File: src/hw/fp_copy_pkg.sv
// Constants shared by the floating-point register copy decoder
package fp_copy_pkg;
   // Register bus geometry
   localparam int unsigned ADDR_W   = 8;
   localparam int unsigned DATA_W   = 32;
   localparam int unsigned FPR_N    = 32;
   localparam int unsigned FPR_IW   = 5;
   // Register offsets (byte addresses)
   localparam logic [7:0] OFS_STATUS = 8'h00;
   localparam logic [7:0] OFS_MASK   = 8'h04;
   localparam logic [7:0] OFS_CTRL   = 8'h08;
   localparam logic [7:0] OFS_FSR    = 8'h0C;
   localparam logic [7:0] OFS_FPR    = 8'h80;
   localparam int unsigned FPR_SEL   = 7;
   localparam int unsigned WORD_LSB  = 2;
   // Event bits of status and mask
   localparam int unsigned EV_W      = 4;
   localparam int unsigned EV_DONE   = 0;
   localparam int unsigned EV_ILL    = 1;
   localparam int unsigned EV_OFF    = 2;
   localparam int unsigned EV_OTHER  = 3;
   // Control register
   localparam int unsigned CTRL_W    = 2;
   localparam int unsigned CTRL_EN   = 0;
   localparam int unsigned CTRL_FPU  = 1;
   localparam logic [1:0]  CTRL_RST  = 2'h3;
   // State register fields
   localparam int unsigned CEXC_LSB  = 0;
   localparam int unsigned CEXC_W    = 5;
   localparam int unsigned FTT_LSB   = 14;
   localparam int unsigned FTT_W     = 3;
   localparam logic [2:0]  FTT_UNIMP = 3'h3;
   localparam logic [31:0] FSR_RST   = 32'h0000_0000;
   // Instruction fields
   localparam int unsigned RD_LSB    = 25;
   localparam int unsigned RS2_LSB   = 0;
   localparam int unsigned OPF_LSB   = 5;
   localparam int unsigned OPF_W     = 6;
   localparam int unsigned CCSEL_LSB = 11;
   localparam int unsigned COND_LSB  = 14;
   localparam int unsigned RSV_HI    = 18;
   localparam int unsigned RSV_LO    = 14;
   localparam logic [5:0]  OPF_S     = 6'h01;
   localparam logic [5:0]  OPF_D     = 6'h02;
   localparam logic [5:0]  OPF_Q     = 6'h03;
   localparam logic [2:0]  CC_ICC    = 3'h4;
   localparam logic [2:0]  CC_XCC    = 3'h6;
   localparam logic [2:0]  CC_RSV_A  = 3'h5;
   localparam logic [2:0]  CC_RSV_B  = 3'h7;
   localparam int unsigned CCSEL_W   = 3;
   localparam int unsigned COND_W    = 4;
   // Integer code bit positions {n,z,v,c}
   localparam int unsigned CC_N = 3;
   localparam int unsigned CC_Z = 2;
   localparam int unsigned CC_V = 1;
   localparam int unsigned CC_C = 0;
   // Floating-point condition values
   localparam logic [1:0]  FCC_E = 2'h0;
   localparam logic [1:0]  FCC_L = 2'h1;
   localparam logic [1:0]  FCC_G = 2'h2;
   localparam logic [1:0]  FCC_U = 2'h3;
   typedef enum logic [1:0] {W_SINGLE, W_DOUBLE, W_QUAD, W_BAD} width_t;
endpackage

File: src/hw/fp_register_move.sv
// Decoder and executor of floating-point register copies, with its register file
module fp_register_move #(
   parameter bit QUAD_AS_ILLEGAL = 1'b1
) (
   input  wire logic        clock,
   input  wire logic        rst,
   input  wire logic        instr_valid,
   input  wire logic        instr_cond_form,
   input  wire logic [31:0] instr,
   input  wire logic [3:0]  icc,
   input  wire logic [3:0]  xcc,
   input  wire logic [7:0]  fcc,
   input  wire logic        fp_status_enable_bit,
   input  wire logic        processor_fp_enable,
   output logic             instr_ready,
   output logic             copy_done,
   output logic             copy_written,
   output logic             trap_illegal,
   output logic             fpu_off_trap,
   output logic             other_float_trap,
   output logic             irq,
   input  wire logic [7:0]  addr,
   input  wire logic [31:0] wdata,
   input  wire logic        wr,
   input  wire logic        rd,
   output logic [31:0]      rdata
);

   // Integer condition test; upper cond bit negates the lower eight tests
   function automatic logic int_test(input logic [3:0] c, input logic [3:0] cc);
      logic t;
      t = 1'b0;
      unique case (c[2:0])
         3'h0: t = 1'b0;
         3'h1: t = cc[fp_copy_pkg::CC_Z];
         3'h2: t = cc[fp_copy_pkg::CC_Z] | (cc[fp_copy_pkg::CC_N] ^ cc[fp_copy_pkg::CC_V]);
         3'h3: t = cc[fp_copy_pkg::CC_N] ^ cc[fp_copy_pkg::CC_V];
         3'h4: t = cc[fp_copy_pkg::CC_C] | cc[fp_copy_pkg::CC_Z];
         3'h5: t = cc[fp_copy_pkg::CC_C];
         3'h6: t = cc[fp_copy_pkg::CC_N];
         3'h7: t = cc[fp_copy_pkg::CC_V];
      endcase
      return t ^ c[3];
   endfunction

   // Floating-point condition test on one two-bit field
   function automatic logic fp_test(input logic [3:0] c, input logic [1:0] f);
      logic e, l, g, u, t;
      e = (f == fp_copy_pkg::FCC_E);
      l = (f == fp_copy_pkg::FCC_L);
      g = (f == fp_copy_pkg::FCC_G);
      u = (f == fp_copy_pkg::FCC_U);
      t = 1'b0;
      unique case (c[2:0])
         3'h0: t = 1'b0;
         3'h1: t = l | g | u;
         3'h2: t = l | g;
         3'h3: t = l | u;
         3'h4: t = l;
         3'h5: t = g | u;
         3'h6: t = g;
         3'h7: t = u;
      endcase
      return t ^ c[3];
   endfunction

   // Condition-source selects that name no condition code
   function automatic logic sel_reserved(input logic [2:0] s);
      return (s == fp_copy_pkg::CC_RSV_A) || (s == fp_copy_pkg::CC_RSV_B);
   endfunction

   // Word index of a register-file access, shared by bus writes and reads
   function automatic logic [fp_copy_pkg::FPR_IW-1:0] fpr_index(input logic [7:0] a);
      return a[fp_copy_pkg::WORD_LSB +: fp_copy_pkg::FPR_IW];
   endfunction

   // Bus write aimed at one control-space offset
   function automatic logic wr_hit(input logic w, input logic [7:0] a, input logic [7:0] o);
      return w && (a == o);
   endfunction

   // Register file and software-visible state
   logic [31:0]                 fpr_q [fp_copy_pkg::FPR_N];
   logic [31:0]                 fsr_q;
   logic [fp_copy_pkg::EV_W-1:0] status_q;
   logic [fp_copy_pkg::EV_W-1:0] mask_q;
   logic [fp_copy_pkg::CTRL_W-1:0] ctrl_q;

   // Decode and execute results
   logic [fp_copy_pkg::EV_W-1:0] ev;
   fp_copy_pkg::width_t         wid;
   logic [5:0]                  opf;
   logic [2:0]                  ccsel;
   logic [3:0]                  cond;
   logic [4:0]                  rs2_f;
   logic [4:0]                  rd_f;
   logic                        take;
   logic                        illegal;
   logic                        fpu_on;
   logic                        is_quad;
   logic                        cond_true;
   logic                        execute;
   logic                        do_write;
   logic [fp_copy_pkg::FPR_IW-1:0] dst_lo;
   logic [fp_copy_pkg::FPR_IW-1:0] src_lo;

   // Field extraction
   assign opf    = instr[fp_copy_pkg::OPF_LSB +: fp_copy_pkg::OPF_W];
   assign ccsel  = instr[fp_copy_pkg::CCSEL_LSB +: fp_copy_pkg::CCSEL_W];
   assign cond   = instr[fp_copy_pkg::COND_LSB +: fp_copy_pkg::COND_W];
   assign rs2_f  = instr[fp_copy_pkg::RS2_LSB +: fp_copy_pkg::FPR_IW];
   assign rd_f   = instr[fp_copy_pkg::RD_LSB +: fp_copy_pkg::FPR_IW];
   assign take   = instr_valid & instr_ready;
   // The FPU counts as on only with presence and both enables high
   assign fpu_on = ctrl_q[fp_copy_pkg::CTRL_FPU] & fp_status_enable_bit
                   & processor_fp_enable;

   // Width from the low opcode field
   always_comb begin
      unique case (opf)
         fp_copy_pkg::OPF_S: wid = fp_copy_pkg::W_SINGLE;
         fp_copy_pkg::OPF_D: wid = fp_copy_pkg::W_DOUBLE;
         fp_copy_pkg::OPF_Q: wid = fp_copy_pkg::W_QUAD;
         default:            wid = fp_copy_pkg::W_BAD;
      endcase
   end
   assign is_quad = (wid == fp_copy_pkg::W_QUAD);

   // Illegal encodings; quad counts here when QUAD_AS_ILLEGAL is set
   always_comb begin
      illegal = (wid == fp_copy_pkg::W_BAD) | (is_quad & QUAD_AS_ILLEGAL);
      if (instr_cond_form) begin
         illegal = illegal | instr[fp_copy_pkg::RSV_HI]
                   | sel_reserved(ccsel);
      end else begin
         illegal = illegal
                   | (|instr[fp_copy_pkg::RSV_HI:fp_copy_pkg::RSV_LO]);
      end
   end

   // Condition source select
   always_comb begin
      if (!instr_cond_form) begin
         cond_true = 1'b1;
      end else if (ccsel == fp_copy_pkg::CC_ICC) begin
         cond_true = int_test(cond, icc);
      end else if (ccsel == fp_copy_pkg::CC_XCC) begin
         cond_true = int_test(cond, xcc);
      end else begin
         cond_true = fp_test(cond, fcc[{ccsel[1:0], 1'b0} +: 2]);
      end
   end

   // Trap priority: illegal, then disabled, then unimplemented
   always_comb begin
      ev = '0;
      execute = 1'b0;
      if (take) begin
         if (illegal) begin
            ev[fp_copy_pkg::EV_ILL] = 1'b1;
         end else if (!fpu_on) begin
            ev[fp_copy_pkg::EV_OFF] = 1'b1;
         end else if (is_quad) begin
            ev[fp_copy_pkg::EV_OTHER] = 1'b1;
         end else begin
            ev[fp_copy_pkg::EV_DONE] = 1'b1;
            execute = 1'b1;
         end
      end
   end
   assign do_write = execute & cond_true;

   // Doubles use an even-aligned register pair
   always_comb begin
      if (wid == fp_copy_pkg::W_DOUBLE) begin
         dst_lo = {rd_f[4:1], 1'b0};
         src_lo = {rs2_f[4:1], 1'b0};
      end else begin
         dst_lo = rd_f;
         src_lo = rs2_f;
      end
   end

   // Register array; a copy beats a bus write to the same word
   always_ff @(posedge clock) begin
      if (wr && addr[fp_copy_pkg::FPR_SEL]) begin
         fpr_q[fpr_index(addr)] <= wdata;
      end
      if (do_write) begin
         fpr_q[dst_lo] <= fpr_q[src_lo];
         if (wid == fp_copy_pkg::W_DOUBLE) begin
            fpr_q[dst_lo | 5'h01] <= fpr_q[src_lo | 5'h01];
         end
      end
   end

   // State register: copy clears cexc and ftt, aexc changes only by a bus write
   always_ff @(posedge clock) begin
      if (rst) begin
         fsr_q <= fp_copy_pkg::FSR_RST;
      end else begin
         if (wr_hit(wr, addr, fp_copy_pkg::OFS_FSR)) begin
            fsr_q <= wdata;
         end
         if (execute) begin
            fsr_q[fp_copy_pkg::CEXC_LSB +: fp_copy_pkg::CEXC_W] <= '0;
            fsr_q[fp_copy_pkg::FTT_LSB +: fp_copy_pkg::FTT_W] <= '0;
         end else if (ev[fp_copy_pkg::EV_OTHER]) begin
            fsr_q[fp_copy_pkg::FTT_LSB +: fp_copy_pkg::FTT_W] <= fp_copy_pkg::FTT_UNIMP;
         end
      end
   end

   // Result pulses toward the pipeline
   // Exactly one of the four answers follows each taken word
   always_ff @(posedge clock) begin
      if (rst) begin
         copy_done        <= 1'b0;
         copy_written     <= 1'b0;
         trap_illegal     <= 1'b0;
         fpu_off_trap     <= 1'b0;
         other_float_trap <= 1'b0;
      end else begin
         copy_done        <= ev[fp_copy_pkg::EV_DONE];
         copy_written     <= do_write;
         trap_illegal     <= ev[fp_copy_pkg::EV_ILL];
         fpu_off_trap     <= ev[fp_copy_pkg::EV_OFF];
         other_float_trap <= ev[fp_copy_pkg::EV_OTHER];
      end
   end

   // Control and mask; clearing the enable stalls the pipeline
   always_ff @(posedge clock) begin
      if (rst) begin
         ctrl_q <= fp_copy_pkg::CTRL_RST;
         mask_q <= '0;
      end else if (wr) begin
         if (addr == fp_copy_pkg::OFS_CTRL) begin
            ctrl_q <= wdata[fp_copy_pkg::CTRL_W-1:0];
         end
         if (addr == fp_copy_pkg::OFS_MASK) begin
            mask_q <= wdata[fp_copy_pkg::EV_W-1:0];
         end
      end
   end

   // Sticky status; a new event wins over a write-one-to-clear
   always_ff @(posedge clock) begin
      if (rst) begin
         status_q <= '0;
      end else if (wr_hit(wr, addr, fp_copy_pkg::OFS_STATUS)) begin
         status_q <= (status_q & ~wdata[fp_copy_pkg::EV_W-1:0]) | ev;
      end else begin
         status_q <= status_q | ev;
      end
   end

   // Interrupt level and ready, both registered
   // Ready lags the enable by a cycle, so one more word may be taken
   always_ff @(posedge clock) begin
      if (rst) begin
         irq         <= 1'b0;
         instr_ready <= 1'b0;
      end else begin
         irq         <= |(status_q & mask_q);
         instr_ready <= ctrl_q[fp_copy_pkg::CTRL_EN];
      end
   end

   // Read data one cycle after the strobe, zero otherwise
   // Reads have no side effect; status clears only by a write
   always_ff @(posedge clock) begin
      if (rst) begin
         rdata <= '0;
      end else if (!rd) begin
         rdata <= '0;
      end else if (addr[fp_copy_pkg::FPR_SEL]) begin
         rdata <= fpr_q[fpr_index(addr)];
      end else begin
         unique case (addr)
            fp_copy_pkg::OFS_STATUS: rdata <= 32'(status_q);
            fp_copy_pkg::OFS_MASK:   rdata <= 32'(mask_q);
            fp_copy_pkg::OFS_CTRL:   rdata <= 32'(ctrl_q);
            fp_copy_pkg::OFS_FSR:    rdata <= fsr_q;
            default:                 rdata <= '0;
         endcase
      end
   end

endmodule

File: config.mk
export PLATFORM = sky130hd
export DESIGN_NAME = fp_register_move
export DESIGN_NICKNAME = d
export VERILOG_FILES = /design/src/hw/fp_copy_pkg.sv /design/src/hw/fp_register_move.sv
export SDC_FILE = /design/constraint.sdc
export NUM_CORES = 2
export LEC_CHECK = 0
export ABC_CLOCK_PERIOD_IN_PS = 13150
export BUFFER_PORTS_ARGS = -buffer_cell sky130_fd_sc_hd__buf_2
export CAP_MARGIN = 10
export CORE_MARGIN = 2
export CORE_UTILIZATION = 39
export CTS_CLUSTER_DIAMETER = 120
export DETAILED_ROUTE_END_ITERATION = 10
export PLACE_DENSITY = 0.62
export SYNTH_ARGS = -nofsm -noshare
export SYNTH_HDL_FRONTEND = slang
export SYNTH_SLANG_ARGS = --single-unit
File: constraint.sdc
create_clock -name clock -period 13.15 [get_ports clock]
set_input_delay 2.63 -clock clock [delete_from_list [all_inputs] [get_ports clock]]
set_output_delay 2.63 -clock clock [all_outputs]
set_load 0.02 [all_outputs]
==> results.py <==
metrics = {
    "synthesis": {
        "async_flop_share": 0,
        "synth_nets": 4678,
        "ys_warn_count": 0,
        "syn_inst": 4579,
        "synth_area_per_cell_um2": 15.1,
        "ys_seq_elements": 1105,
        "synthFlopType": "edfxtp_1",
        "synth_cell_types": 60,
        "synth_edf_count": 1024,
        "ys_seq_area_frac": 0.467,
        "synthesis.area_um2": 69300,
    },
    "grt": {
        "grtUsageTotal": 0.292,
        "grt_pass1_vias": 46493,
        "antenna_found_initial": 18,
        "grt_max_degree": 136,
        "grt_pass1_wl_um": 369000,
        "overflow": 0,
    },
    "cells_and_area": {
        "syn_to_final_growth_pct": 9.39,
        "drive_above_1_share": 0.371,
        "nNetsFinal": 4448,
        "num-fill-cells": 15767,
        "final_cell_mix": "mux2i_1 (1068), edfxtp_1 (1024), mux4_2 (579), mux2_2 (561), nand2_1 (158)",
        "final_common_cell": "mux2i_1",
        "final_area_um2": 75800,
    },
    "place": {
        "dp_slack_ns": 4.65,
        "gp_congestion": 0.829,
        "placed_area_um2": 71500,
        "port_buffers": 126,
        "dp_hpwl_um": 134000,
    },
    "sta": {
        "fin_ws_ns": 5.36,
        "holdWs_ns": 0.456,
        "max_slew.worst_pin.slew_ns": 1.27,
        "timing.slew.headroom": 0.147,
        "finalMaxSlewViolations": 0,
        "rsz0062_at_grt": "false",
        "min_period_over_period": 0.593,
        "min_period_ns": 7.79,
        "tns_ns": 0,
        "finalSetupViolCount": 0,
        "final-hold-violation-count": 0,
        "fin_worst_skew_ns": 0.0371,
        "max_freq_mhz": 128,
    },
    "worst_setup_path": {
        "critPathTopFamily": "simple AND/OR/NAND/NOR gates",
        "cpPeakStageDelay_ns": 1.05,
        "worstPathMaxFanout": 33,
        "cpMostUsedCell": "buf_4",
        "worstSetupEndpointType": "register",
        "crit_path_start_kind": "input pin",
        "path_cells": "buf_2, mux4_2, inv_1, ha_1, nand2b_1, a2111oi_0, nor4_1, a311oi_4, buf_4, nor4b_4, buf_4, nand2_4, nand3b_1, buf_4",
        "rr_startpoint": "ctrl_q[1]",
        "worstPathRequired_ns": 13.56,
        "crit_type": "in2reg",
        "r2r_slack_ns": 7.81,
        "critPathSlowestCell": "nand3b_1",
        "critical_path_buf_inv_count": 5,
        "reg2reg_depth": 8,
        "r2r_end": "fpr_q[7][18]",
        "crit_arrival_ns": 8.21,
    },
    "clock_tree": {
        "cts_tree": "yes",
        "cts_buffers": 130,
        "cts_resized": 0,
        "htreeDepth": 4,
        "clock_path_buffers": 3,
        "root_buffer": "clkbuf_16",
        "clock-sinks": 1105,
        "post-cts-setup-buffers": 0,
        "hold_buffers": 0,
        "clock_latency_ns": 0.82,
        "clkSlewWorstSetupHoldPaths_ns": 0.06,
    },
    "routing": {
        "drt-total-wl_um": 268000,
        "first_iter_violations": 7144,
        "vias": 46719,
        "wl_per_cell_um": 39.4,
        "drcViolationCount": 0,
        "via_per_inst": 6.87,
        "ant_nets": 0,
        "dr.pass1.iters": 6,
    },
    "die": {
        "io_pins": 135,
        "die_area_um2": 181000,
        "start_util": 0.393,
        "core_area_um2": 176000,
        "rows": 154,
        "fp.dieW_um": 426,
        "die_h_um": 426,
    },
    "flow_run": {
        "maxCapViolCount": 0,
    },
    "power_and_ir_drop": {
        "power_uw": 8610,
        "p_leak_uw": 0.0254,
        "ir_drop_mv": 0.144,
        "power_density_nw_per_um2": 114,
    },
    "min_path": {
        "worstHoldPathCells": 2,
        "min-delay-start": "fsr_q[28]",
        "min_to": "fsr_q[28]",
        "hold_path.class": "reg2reg",
    },
    "run_status": {
        "status": "completed",
    },
}
-- kinds of logic after synthesis --
group / share of synthesized area
fa+ha+maj: 0.000542
compound gates: 0.0259
simple gates: 0.0306
flops: 0.467
other cells: 0.0000541
xor+xnor: 0.000379
mux: 0.436
buf+inv: 0.0392
-- report_power, final --
| group | switching [uW] | leakage, uW | internal, uW | total [uW] |
|---|---|---|---|---|
| clock | 1600 | 0.00207 | 2140 | 3730 |
| combinational | 610 | 0.0135 | 392 | 1000 |
| sequential | 11.0 | 0.00987 | 3860 | 3870 |
-- per-stage QoR --
step / util / cells
finish: 0.430 / 6803
global route: 0.430 / 6799
CTS: 0.429 / 6787
detailed placement: 0.405 / 6550
global placement: 0.405 / 6549
floorplan: - / 4579
-- final cells by class --
class / instances / area, um^2 / area share
timing repair buffer: 236 / 1570 / 0.0207
clock inverter: 66 / 683 / 0.00901
inverter: 6 / 22.5 / 0.000297
clock buffer: 171 / 3560 / 0.0470
tap: 2340 / 2930 / 0.0386
antenna: 9 / 22.5 / 0.000297
multi-input combinational: 2870 / 34600 / 0.457
sequential: 1105 / 32400 / 0.427
-- synthesized netlist by cell type, drive strengths merged (13+ instances only) --
| cell | instances | share of area |
|---|---|---|
| a22oi | 155 | 0.017 |
| dfxtp | 81 | 0.023 |
| nor3 | 13 | 0.0010 |
| mux2 | 576 | 0.094 |
| a21oi | 39 | 0.0028 |
| nand2 | 186 | 0.010 |
| nor2 | 52 | 0.0029 |
| buf | 276 | 0.021 |
| o21ai | 39 | 0.0028 |
| nor4 | 20 | 0.0053 |
| mux2i | 1068 | 0.15 |
| mux4 | 579 | 0.19 |
| edfxtp | 1024 | 0.44 |
| nand4 | 44 | 0.0046 |
| clkbuf | 322 | 0.018 |
-- state kept, by name (all words and copies together), names as in the netlist --
| signal | count |
|---|---|
| instr_ready | 1 |
| trap_illegal | 1 |
| fpr_q | 1024 |
| status_q | 4 |
| copy_written | 1 |
| fpu_off_trap | 1 |
| ctrl_q | 2 |
| copy_done | 1 |
| fsr_q | 32 |
| irq | 1 |
| rdata | 32 |
| mask_q | 4 |
| other_float_trap | 1 |
-- worst max path at each step --
stage,cells after the start,slack [ns],start,end
after detailed placement,13,4.65,instr[11],fpr_q[5][16]
after global routing,14,5.36,instr[11],fpr_q[7][18]
after CTS,13,5.47,instr[11],fpr_q[5][18]
after floorplan,12,6.55,instr[11],fpr_q[17][0]
final,14,5.36,instr[11],fpr_q[7][18]
after global placement,14,4.62,instr[11],fpr_q[5][16]
-- metal layers --
metal  share of wire  track usage
met1            0.37        0.382
met2            0.44        0.438
met3            0.12       0.0814
met4           0.064        0.162
met5         0.00028            0
-- tightest hold or removal path: cells and delay by family (launching register included) --
family | cells | cell delay, ns
compound gates | 1 | 0.05
flops | 1 | 0.31
simple gates | 1 | 0.05
(Power assumes the default switching activity.)
